`config.mk`:
```
export PLATFORM = sky130hd
export DESIGN_NAME = digital_input_protection_mapper
export DESIGN_NICKNAME = d
export VERILOG_FILES = /design/src/dimap_pkg.sv /design/src/digital_input_protection_mapper.sv /design/src/dimap_decode.sv
export SDC_FILE = /design/constraint.sdc
export NUM_CORES = 1
export LEC_CHECK = 0
export BUFFER_PORTS_ARGS = -buffer_cell sky130_fd_sc_hd__buf_2
export CAP_MARGIN = 5
export CORE_ASPECT_RATIO = 0.7
export CORE_MARGIN = 1.5
export CORE_UTILIZATION = 60
export CTS_CLUSTER_DIAMETER = 150
export DETAILED_ROUTE_END_ITERATION = 8
export PLACE_DENSITY = 0.94
export SETUP_SLACK_MARGIN = 0.05
export SLEW_MARGIN = 20
export SYNTH_ARGS = -nofsm -noshare
export SYNTH_HDL_FRONTEND = slang
export SYNTH_SLANG_ARGS = --single-unit
export TNS_END_PERCENT = 10
```
`constraint.sdc`:
```
create_clock -name CORE_CLK_I -period 1.8 [get_ports CORE_CLK_I]
set_input_delay 0.09 -clock CORE_CLK_I [delete_from_list [all_inputs] [get_ports CORE_CLK_I]]
set_output_delay 0.09 -clock CORE_CLK_I [all_outputs]
set_load 0.05 [all_outputs]
```
`src/dimap_pkg.sv`:
```
// Purpose: shared types and constants for the digital input protection mapper
// Assumes: one scan per enabled clock cycle
// Notes:   function codes are internal encodings of the input functions
package dimap_pkg;

  localparam int PHYS_INPUTS  = 16;
  localparam int VIRT_INPUTS  = 16;
  localparam int TOTAL_INPUTS = PHYS_INPUTS + VIRT_INPUTS;
  localparam int FUNC_WIDTH   = 5;

  typedef enum logic [FUNC_WIDTH-1:0] {
    input_not_used                = 5'h00,
    plc_reserved_input            = 5'h01,
    warn_and_stop_fuel_pump       = 5'h02,
    unload_and_stop_fuel_pump     = 5'h03,
    deactivate_and_stop_fuel_pump = 5'h04,
    alarm_and_stop_fuel_pump      = 5'h05,
    unload_overridable            = 5'h06,
    deactivate_overridable        = 5'h07,
    interlock_overridable         = 5'h08,
    emergency_stop_input          = 5'h09,
    fuel_level_minimum            = 5'h0A,
    fuel_level_low                = 5'h0B,
    fuel_level_high               = 5'h0C,
    oil_pressure_minimum          = 5'h0D,
    oil_pressure_low              = 5'h0E,
    coolant_temp_high             = 5'h0F,
    coolant_temp_maximum          = 5'h10,
    overload_input                = 5'h11,
    overspeed_input               = 5'h12,
    mains_parallel_line_open      = 5'h13,
    auto_intervention_inhibit     = 5'h14,
    generic_alarm_input           = 5'h15
  } func_type;

  // per-input anomaly vector; fixed_text set when the description is language fixed
  typedef struct packed {
    logic warning;
    logic unload;
    logic deactivate;
    logic interlock;
    logic alarm;
    logic emergency;
    logic fixed_text;
    logic fuel_pump_stop;
    logic engine_stop;
    logic mains_lost;
    logic plc_only;
  } action_type;

  localparam action_type ACTION_NONE = '0;

  typedef struct packed {
    logic minimum;
    logic low;
    logic high;
  } fuel_level_type;

endpackage : dimap_pkg

```
`src/digital_input_protection_mapper.sv`:
```
// Purpose: maps configured digital input functions to protective actions
// Assumes: pins and PLC bits are synchronous to CORE_CLK_I; one scan per enabled cycle
// Notes:   per-input flags are registered once per scan; summaries are ORs of them, except the fuel level, which ORs the raw levels
//
// Contract
// - fuel-pump-stopping functions raise their anomaly and hold the pump off while active.
// - overridable functions raise unload/deactivate/interlock, or only a warning when bypassed.
// - emergency stop is active low; a low input raises an emergency alarm.
// - minimum fuel, overload, overspeed raise a fixed-text interlock.
// - low or high fuel level raise a fixed-text warning.
// - fuel level functions also feed the fuel pump management.
// - minimum oil pressure raises fixed-text interlock only after the masking time.
// - low oil, high and max coolant raise fixed-text warning only after masking.
// - mains parallel line open drops the mains-parallel state and alarms.
// - PLC-reserved inputs are kept from the sequence, visible only to the PLC.
// - not-used inputs have no effect on the sequence.
// - sixteen PLC-written virtual inputs are processed exactly like physical ones.
// - automatic-intervention-inhibit input active stops the engine.
// - generic alarm input raises a blocking alarm with configured text.
`timescale 1ns/1ps
module digital_input_protection_mapper
  import dimap_pkg::*;
(
  // clock and reset
  input  wire logic                      CORE_CLK_I,
  input  wire logic                      ARST_N_I,
  input  wire logic                      CLK_EN_I,
  // input sources
  input  wire logic [PHYS_INPUTS-1:0]    PIN_STATE_I,
  input  wire logic [VIRT_INPUTS-1:0]    PLC_VIRT_STATE_I,
  input  wire func_type                  INPUT_FUNC_I [TOTAL_INPUTS],
  // engine context
  input  wire logic                      PROTECTION_BYPASS_I,
  input  wire logic                      PROTECTION_MASK_ELAPSED_I,
  // per-input anomalies for the display, each with its text source
  output logic [TOTAL_INPUTS-1:0]        WARNING_O,
  output logic [TOTAL_INPUTS-1:0]        UNLOAD_O,
  output logic [TOTAL_INPUTS-1:0]        DEACTIVATE_O,
  output logic [TOTAL_INPUTS-1:0]        INTERLOCK_O,
  output logic [TOTAL_INPUTS-1:0]        ALARM_O,
  output logic [TOTAL_INPUTS-1:0]        FIXED_TEXT_O,
  // sequencer summaries
  output logic                           EMERGENCY_O,
  output logic                           FUEL_PUMP_STOP_O,
  output logic                           ENGINE_STOP_O,
  output logic                           MAINS_PARALLEL_LOST_O,
  output fuel_level_type                 FUEL_LEVEL_O,
  // PLC view
  output logic [TOTAL_INPUTS-1:0]        PLC_INPUT_O,
  output logic [TOTAL_INPUTS-1:0]        INPUT_IN_USE_O
);

  ////////////////////////////////////////////////////////////////////////////
  // per-input decode

  logic [TOTAL_INPUTS-1:0] state_all;
  action_type              act_now [TOTAL_INPUTS];
  action_type              act_d   [TOTAL_INPUTS];
  action_type              act_q   [TOTAL_INPUTS];
  fuel_level_type          fuel_d;
  fuel_level_type          fuel_q;
  logic [TOTAL_INPUTS-1:0] plc_d;
  logic [TOTAL_INPUTS-1:0] plc_q;
  logic [TOTAL_INPUTS-1:0] used_d;
  logic [TOTAL_INPUTS-1:0] used_q;

  // virtual inputs sit above the physical ones and get one decoder each
  assign state_all = {PLC_VIRT_STATE_I, PIN_STATE_I};

  for (genvar g = 0; g < TOTAL_INPUTS; g++) begin : g_dec
    dimap_decode u_dec (
      .func_i   (INPUT_FUNC_I[g]),
      .state_i  (state_all[g]),
      .bypass_i (PROTECTION_BYPASS_I),
      .masked_i (~PROTECTION_MASK_ELAPSED_I),
      .act_o    (act_now[g])
    );
  end

  always_comb begin
    fuel_d = '0;
    for (int i = 0; i < TOTAL_INPUTS; i++) begin
      act_d[i]  = act_now[i];
      plc_d[i]  = state_all[i];
      used_d[i] = (INPUT_FUNC_I[i] != input_not_used);
      // raw level handed on whatever the anomaly decision
      if (INPUT_FUNC_I[i] == fuel_level_minimum) fuel_d.minimum |= state_all[i];
      if (INPUT_FUNC_I[i] == fuel_level_low)     fuel_d.low     |= state_all[i];
      if (INPUT_FUNC_I[i] == fuel_level_high)    fuel_d.high    |= state_all[i];
    end
  end

  always_ff @(posedge CORE_CLK_I or negedge ARST_N_I) begin
    if (!ARST_N_I) begin
      for (int i = 0; i < TOTAL_INPUTS; i++) act_q[i] <= ACTION_NONE;
      fuel_q <= '0;
      plc_q  <= '0;
      used_q <= '0;
    end else if (CLK_EN_I) begin
      for (int i = 0; i < TOTAL_INPUTS; i++) act_q[i] <= act_d[i];
      fuel_q <= fuel_d;
      plc_q  <= plc_d;
      used_q <= used_d;
    end
  end

  ////////////////////////////////////////////////////////////////////////////
  // outputs, all from the registered per-input vectors and the registered fuel level

  always_comb begin
    EMERGENCY_O           = 1'b0;
    FUEL_PUMP_STOP_O      = 1'b0;
    ENGINE_STOP_O         = 1'b0;
    MAINS_PARALLEL_LOST_O = 1'b0;
    for (int i = 0; i < TOTAL_INPUTS; i++) begin
      WARNING_O[i]          = act_q[i].warning;
      UNLOAD_O[i]           = act_q[i].unload;
      DEACTIVATE_O[i]       = act_q[i].deactivate;
      INTERLOCK_O[i]        = act_q[i].interlock;
      ALARM_O[i]            = act_q[i].alarm;
      FIXED_TEXT_O[i]       = act_q[i].fixed_text;
      EMERGENCY_O           = EMERGENCY_O | act_q[i].emergency;
      FUEL_PUMP_STOP_O      = FUEL_PUMP_STOP_O | act_q[i].fuel_pump_stop;
      ENGINE_STOP_O         = ENGINE_STOP_O | act_q[i].engine_stop;
      MAINS_PARALLEL_LOST_O = MAINS_PARALLEL_LOST_O | act_q[i].mains_lost;
    end
  end

  assign FUEL_LEVEL_O   = fuel_q;
  assign PLC_INPUT_O    = plc_q;
  assign INPUT_IN_USE_O = used_q;
endmodule : digital_input_protection_mapper

```
`src/dimap_decode.sv`:
```
// Purpose: maps one input's function and state to its anomaly actions
// Assumes: state is the sampled contact level, active high for every function except the emergency stop, which acts on a low level
// Notes:   purely combinational; registered by the parent
`timescale 1ns/1ps
module dimap_decode
  import dimap_pkg::*;
(
  // input under test
  input  wire func_type   func_i,
  input  wire logic       state_i,
  // engine context
  input  wire logic       bypass_i,
  input  wire logic       masked_i,
  // result
  output action_type      act_o
);

  always_comb begin
    act_o = ACTION_NONE;
    unique case (func_i)
      warn_and_stop_fuel_pump: begin
        act_o.warning        = state_i;
        act_o.fuel_pump_stop = state_i;
      end
      unload_and_stop_fuel_pump: begin
        act_o.unload         = state_i;
        act_o.fuel_pump_stop = state_i;
      end
      deactivate_and_stop_fuel_pump: begin
        act_o.deactivate     = state_i;
        act_o.fuel_pump_stop = state_i;
      end
      alarm_and_stop_fuel_pump: begin
        act_o.alarm          = state_i;
        act_o.fuel_pump_stop = state_i;
      end
      unload_overridable: begin
        act_o.unload  = state_i & ~bypass_i;
        act_o.warning = state_i & bypass_i;
      end
      deactivate_overridable: begin
        act_o.deactivate = state_i & ~bypass_i;
        act_o.warning    = state_i & bypass_i;
      end
      interlock_overridable: begin
        act_o.interlock = state_i & ~bypass_i;
        act_o.warning   = state_i & bypass_i;
      end
      emergency_stop_input: begin
        act_o.emergency  = ~state_i;
        act_o.fixed_text = ~state_i;
      end
      fuel_level_minimum, overload_input, overspeed_input: begin
        act_o.interlock  = state_i;
        act_o.fixed_text = state_i;
      end
      fuel_level_low, fuel_level_high: begin
        act_o.warning    = state_i;
        act_o.fixed_text = state_i;
      end
      oil_pressure_minimum: begin
        act_o.interlock  = state_i & ~masked_i;
        act_o.fixed_text = state_i & ~masked_i;
      end
      oil_pressure_low, coolant_temp_high, coolant_temp_maximum: begin
        act_o.warning    = state_i & ~masked_i;
        act_o.fixed_text = state_i & ~masked_i;
      end
      mains_parallel_line_open: begin
        act_o.mains_lost = state_i;
        act_o.alarm      = state_i;
      end
      plc_reserved_input: begin
        act_o.plc_only = 1'b1;
      end
      auto_intervention_inhibit: begin
        act_o.engine_stop = state_i;
      end
      generic_alarm_input: begin
        act_o.alarm = state_i;
      end
      input_not_used: begin
        act_o = ACTION_NONE;
      end
      default: begin
        act_o = ACTION_NONE;
      end
    endcase
  end

endmodule : dimap_decode

```
After elaboration in Yosys (flattened, before gate mapping). Index checks and enable logic that the tools add are counted.

Memories: 0. Bits of input ports: 197. Memory bits (writable): 0. Output and inout bits: 263. Word-level logic and storage cells: 2015. Bits in latches: 0. Flip-flop bits (word level): 387. Memory bits (read-only): 0.

Div/mod/pow operators: 0. Bitwise gates (word level): 346. Equality and inequality tests: 640. Magnitude comparators: 0. Multipliers: 0. Shift operators: 0. $add $sub $neg: 0. Muxes and demuxes: 416. Reductions and logical operators: 288.

Operators by type and width (count): == test 5 x 4 -> 1 bit (second input constant) (256); == test 5 bit (second input constant) (192); == test 5 x 3 -> 1 bit (second input constant) (128); OR reduction 3 bit (160); == test 5 x 2 -> 1 bit (second input constant) (64); case mux 1 bit (3 select lines) (96); 2-to-1 mux 1 bit (256); OR reduction 4 bit (64); OR 1 bit (217); nonzero test 5 bit (32); OR reduction 5 bit (32); case mux 1 bit (2 select lines) (64); AND 1 bit (96); NOT 1 bit (33).

Longest topological paths before layout.
Word-level depth: 64. Mapped depth: 8. Depth with buffers taken out: 6.

Modules after synthesis. Synthesis repeated with hierarchy kept, for this count alone.

Cell total of the unflattened synthesis: 3035. Area, all modules: 28735.1 um^2.

By module, submodules not included: digital_input_protection_mapper (seq. area each 9684.3 um^2, area an instance 17469.3 um^2, instances 1, cells each 1341); dimap_decode at g_dec[24].u_dec ... (seq. area each 0.0 um^2, area an instance 380.4 um^2, instances 15, cells each 54); dimap_decode at g_dec[0].u_dec ... (seq. area each 0.0 um^2, area an instance 327.8 um^2, instances 16, cells each 52); dimap_decode at g_dec[8].u_dec (seq. area each 0.0 um^2, area an instance 315.3 um^2, instances 1, cells each 52).

Worst setup path after synthesis. No wires, ideal clock.

Path type: input port to flip-flop. Start point: input port INPUT_FUNC_I[62] (netlist bit). End point: register, netlist name WARNING_O[19]. Stages on the path: 7. Path buffers: 1. Path slack: 0.455 ns. Required time: 1.665 ns. Data arrival time: 1.211 ns. Cells stage by stage: buf_2 > nor2b_1 > nor2b_1 > a221o_1 > a222oi_1 > o22a_1 > o22ai_1.

Cells in the longest elaborated chain, start to end: 3.

Ends and longest elaborated chain: start: declaration (line digital_input_protection_mapper.sv:31) `input wire func_type INPUT_FUNC_I [TOTAL_INPUTS],`; == test 5 x 4 -> 1 bit (tied with other cells) (line dimap_decode.sv:20) `unique case (func_i)`; OR reduction 3 bit, on equally long branches; case mux 1 bit (3 select lines) * (line dimap_decode.sv:20).

Mark *: on every way between the ends. The rest lies on a longest branch, timed or not. A chain may end at the register's enable or synchronous reset.

Final worst setup path.
Start point: register, netlist name act_q[331]. End point: output port MAINS_PARALLEL_LOST_O.

Cells in the longest elaborated chain, start to end: 31.

Ends and longest elaborated chain: OR 1 bit (31 in series) (line digital_input_protection_mapper.sv:125) `MAINS_PARALLEL_LOST_O = MAINS_PARALLEL_LOST_O | act_q[i].mains_lost;`; end: declaration (line digital_input_protection_mapper.sv:46) `output logic MAINS_PARALLEL_LOST_O,`.

Every way passes these cells.

==> qor.log <==
[outcome] outcome finished with violations
[outcome] failing checks setup timing
[route] first-iteration detailed-routing DRC count 4662
[clock_tree] H-tree depth 2
[die] Initial Util 0.611
[grt] global-route track usage on met2 0.605
[route] remaining routing DRC violations 0
[route] number of detailed-route iterations in the first pass 9
[synthesis] area share of the largest cell type after synthesis 0.372
[critical_path] Worst Path Arrival 2240 ps
[synthesis] mapped cell area 26000 um2
[synthesis] Seq/Total Area, Yosys 0.372
[clock_tree] CTS max path bufs 3
[clock_tree] total number of clock tree sinks 387
[die] DIE WIDTH 252 um
[synthesis] number of enable flip-flop cells after synthesis 0
[synthesis] post-synth cell types 76
[critical_path] kind of capture point of the worst setup path primary output
[critical_path] cell count of the worst reg-to-reg path 3
[power] sequential power share 0.385
[grt] GR met1 Demand/Resource 0.581
[grt] met3 Resource Use GR 0.102
[synthesis] Post-Syn Area per Cell 8.14 um2
[sta] Hold Violations, Final 0
[placement] total placed instance area 28300 um2
[die] top-level port count 460
[sta] setup repair after global routing missed its margin true
[sta] sum of negative setup slack -1930 ps
[critical_path] critical register-to-register path startpoint UNLOAD_O[22]
[die] DIE AREA 44600 um2
[route] routed wire length per instance 22.7 um
[power] worst voltage drop across the vdd grid 0.801 mV
[die] die extent in y 177 um
[critical_path] required time of the critical path 1710 ps
[synthesis] share of synthesized registers carrying an async set or reset 1.00
[synthesis] dominant cell type by area after synthesis sky130_fd_sc_hd__dfrtp_1
[die] Core Area 42600 um2
[clock_tree] root buffer cell sky130_fd_sc_hd__clkbuf_16
[grt] Overall Global Routing Usage 0.416
[sta] post-route worst setup slack -528 ps
[finish] growth of design area from synthesis to finish 21.3%
[power] Clk network pwr share 0.375
[sta] Tcrit/Tclk final 1.29
[power] switching power of the nets 7.94 mW
[finish] final net count 3822
[clock_tree] Clock transition at path regs 60 ps
[synthesis] number of synthesized register bits 387
[sta] setup violation total in the final timing report 4
[sta] Max Clk Rate 430 MHz
[clock_tree] number of buffers added by the clock tree synthesis step 42
[grt] wire length of the first global-routing pass 146 mm
[finish] most frequent cells in the layout sky130_fd_sc_hd__buf_2, sky130_fd_sc_hd__dfrtp_1, sky130_fd_sc_hd__nor2_1
[route] post-detailed-route via-to-cell ratio 6.58
[critical_path] Crit Path Category reg2out
[route] remaining antenna violation count after routing 0
[synthesis] synthesized netlist cell count 3193
[route] routed vias 27700
[synthesis] main flop type after synthesis sky130_fd_sc_hd__dfrtp_1
[clock_tree] TritonCTS clock tree built
[hold_path] hold-critical path endpoint UNLOAD_O[8]
[finish] most common cell after layout, fill and taps aside sky130_fd_sc_hd__buf_2
[power] power density over the cells 765 nW/um2
[placement] Routability Congestion 1.00
[grt] number of global-route vias before repair 25400
[critical_path] endpoint of the most critical register-to-register path UNLOAD_O[22]
[critical_path] R2R setup slack 410 ps
[grt] number of antenna violations at the first check in global routing 11
[critical_path] CP max FO 2
[synthesis] total of warnings raised by yosys 0
[power] internal power summed over all cells 16.2 mW
[die] floorplan row count 63
[synthesis] cell types with the largest area share after synthesis sky130_fd_sc_hd__dfrtp_1, sky130_fd_sc_hd__buf_4, sky130_fd_sc_hd__nor2_1
[finish] ratio of cells with drive above 1 in the final layout 0.229
[sta] final number of max-transition violations 0
[grt] GRT busiest layer met2
[hold_path] beginning of the worst hold path INPUT_FUNC_I[117]
[hold_path] worst min-delay path class in2reg
[synthesis] post-synthesis net count 3390
[grt] pin count of the biggest net entering global routing 101
[hold_path] number of cells traversed by the worst hold path 4
[power] fraction of power consumed by combinational cells 0.241
[flow_run] max cap viols 0
[finish] Layout Cell Area excl Fill 31500 um2
[critical_path] sort of element at the start of the critical path flip-flop
[power] PnR Total Power 24.1 mW
[sta] headroom to the max-slew limit 0.370
[power] cell leakage power 14.0 nW
[sta] actual slew at the worst max-slew pin 936 ps
[grt] remaining global-route overflow 0
[placement] HPWL after detailed placement 66.4 mm
[sta] Max Clock Skew 0 ps
[route] total wire length 95.6 mm
[sta] time the worst path needs with I/O delays and setup 2330 ps
[power] switching power share of the total 0.329
[placement] count of buffers from port buffering 459
[clock_tree] Skew-Pair Late Insertion Delay 560 ps
worst max-delay path, cell delays in order (launching register included):
cell and delay [ps]:
sky130_fd_sc_hd__dfrtp_1 410, sky130_fd_sc_hd__nor4_4 320, sky130_fd_sc_hd__buf_4 170, sky130_fd_sc_hd__nand4_1 270
sky130_fd_sc_hd__or2_4 340, sky130_fd_sc_hd__buf_6 160
per-layer routing:
| layer | part of all wire | wire length (um) |
|---|---|---|
| met5 | 0.00029 | 28 |
| met4 | 0.058 | 5580 |
| met3 | 0.13 | 12600 |
| met2 | 0.42 | 40100 |
| met1 | 0.39 | 37300 |
cells in the mapped netlist (all sizes together), types with 24 or more instances:
library cell	n
a21oi	179
a31oi	59
buf	357
clkbuf	93
dfrtp	387
inv	197
mux2	39
nand2	251
nand2b	87
nand3	77
nand3b	39
nand4	62
nor2	281
nor2b	123
nor3	80
nor3b	24
nor4	87
nor4b	25
o211ai	26
o21ai	198
o22ai	59
o2bb2ai	77
xor2	25
metrics by stage:
step                      utilization  cells  worst slack (ps)  hold WS [ps]
after global placement          0.665   3971              24.7          3.91
after global routing            0.741   4213              -603          10.8
after floorplan                     -   3193               455          -206
final                           0.741   4216              -528          2.58
after CTS                       0.737   4206              -488        0.0584
after detailed placement        0.665   3971              2.73          5.14
layout make-up:
cell class,instances,area (um2)
diodes,10,25.0
fillers,2979,11000
repair buffers,838,5910
inverters,197,742
clock inverters,5,82.6
clock buffers,68,1310
flip-flops and latches,387,9680
well taps,552,691
multi-input cells,2159,13100
flip-flops by register name, summed over array words and instances, names as in the netlist:
name            count
ALARM_O            32
DEACTIVATE_O       32
FIXED_TEXT_O       32
FUEL_LEVEL_O        3
INPUT_IN_USE_O     32
INTERLOCK_O        32
PLC_INPUT_O        32
UNLOAD_O           32
WARNING_O          32
act_q             128
kinds of logic after synthesis:
| family | count (synthesis) | synth area share |
|---|---|---|
| simple gates | 1229 | 0.247 |
| compound gates | 825 | 0.210 |
| buf+inv | 647 | 0.130 |
| flops | 387 | 0.372 |
| mux | 62 | 0.0257 |
| xor+xnor | 43 | 0.0145 |
power by group through the flow:
stage / logic (mW) / clock network, mW / registers (mW)
6_report: 5.81 / 9.04 / 9.28
5_1_grt: 6.14 / 9.37 / 9.30
4_1_cts: 5.60 / 8.97 / 9.26
3_5_place_dp: 5.28 / 0 / 9.41
3_3_place_gp: 5.20 / 0 / 9.40
2_1_floorplan: 3.40 / 0 / 9.67
worst max-delay path by stage:
stage	from	slack, ps	depth (start not counted)	endpoint
after global placement	act_q[269]	20	4	EMERGENCY_O
after CTS	act_q[188]	-490	5	MAINS_PARALLEL_LOST_O
final	act_q[331]	-530	5	MAINS_PARALLEL_LOST_O
after global routing	act_q[190]	-600	5	FUEL_PUMP_STOP_O
after detailed placement	act_q[331]	3	5	MAINS_PARALLEL_LOST_O
after floorplan	INPUT_FUNC_I[62]	450	7	WARNING_O[19]
what timing repair did:
action / 4_1_cts / 5_1_grt
cloned: 0 / 0
endpoints found under the hold margin: 583 / 0
buffers inserted: 1 / 0
pin swaps: 5 / 7
hold buffers: 161 / 0
resized for setup: 15 / 30
endpoints found under the setup margin: 4 / 15
Power figures use the tool's default switching activity.
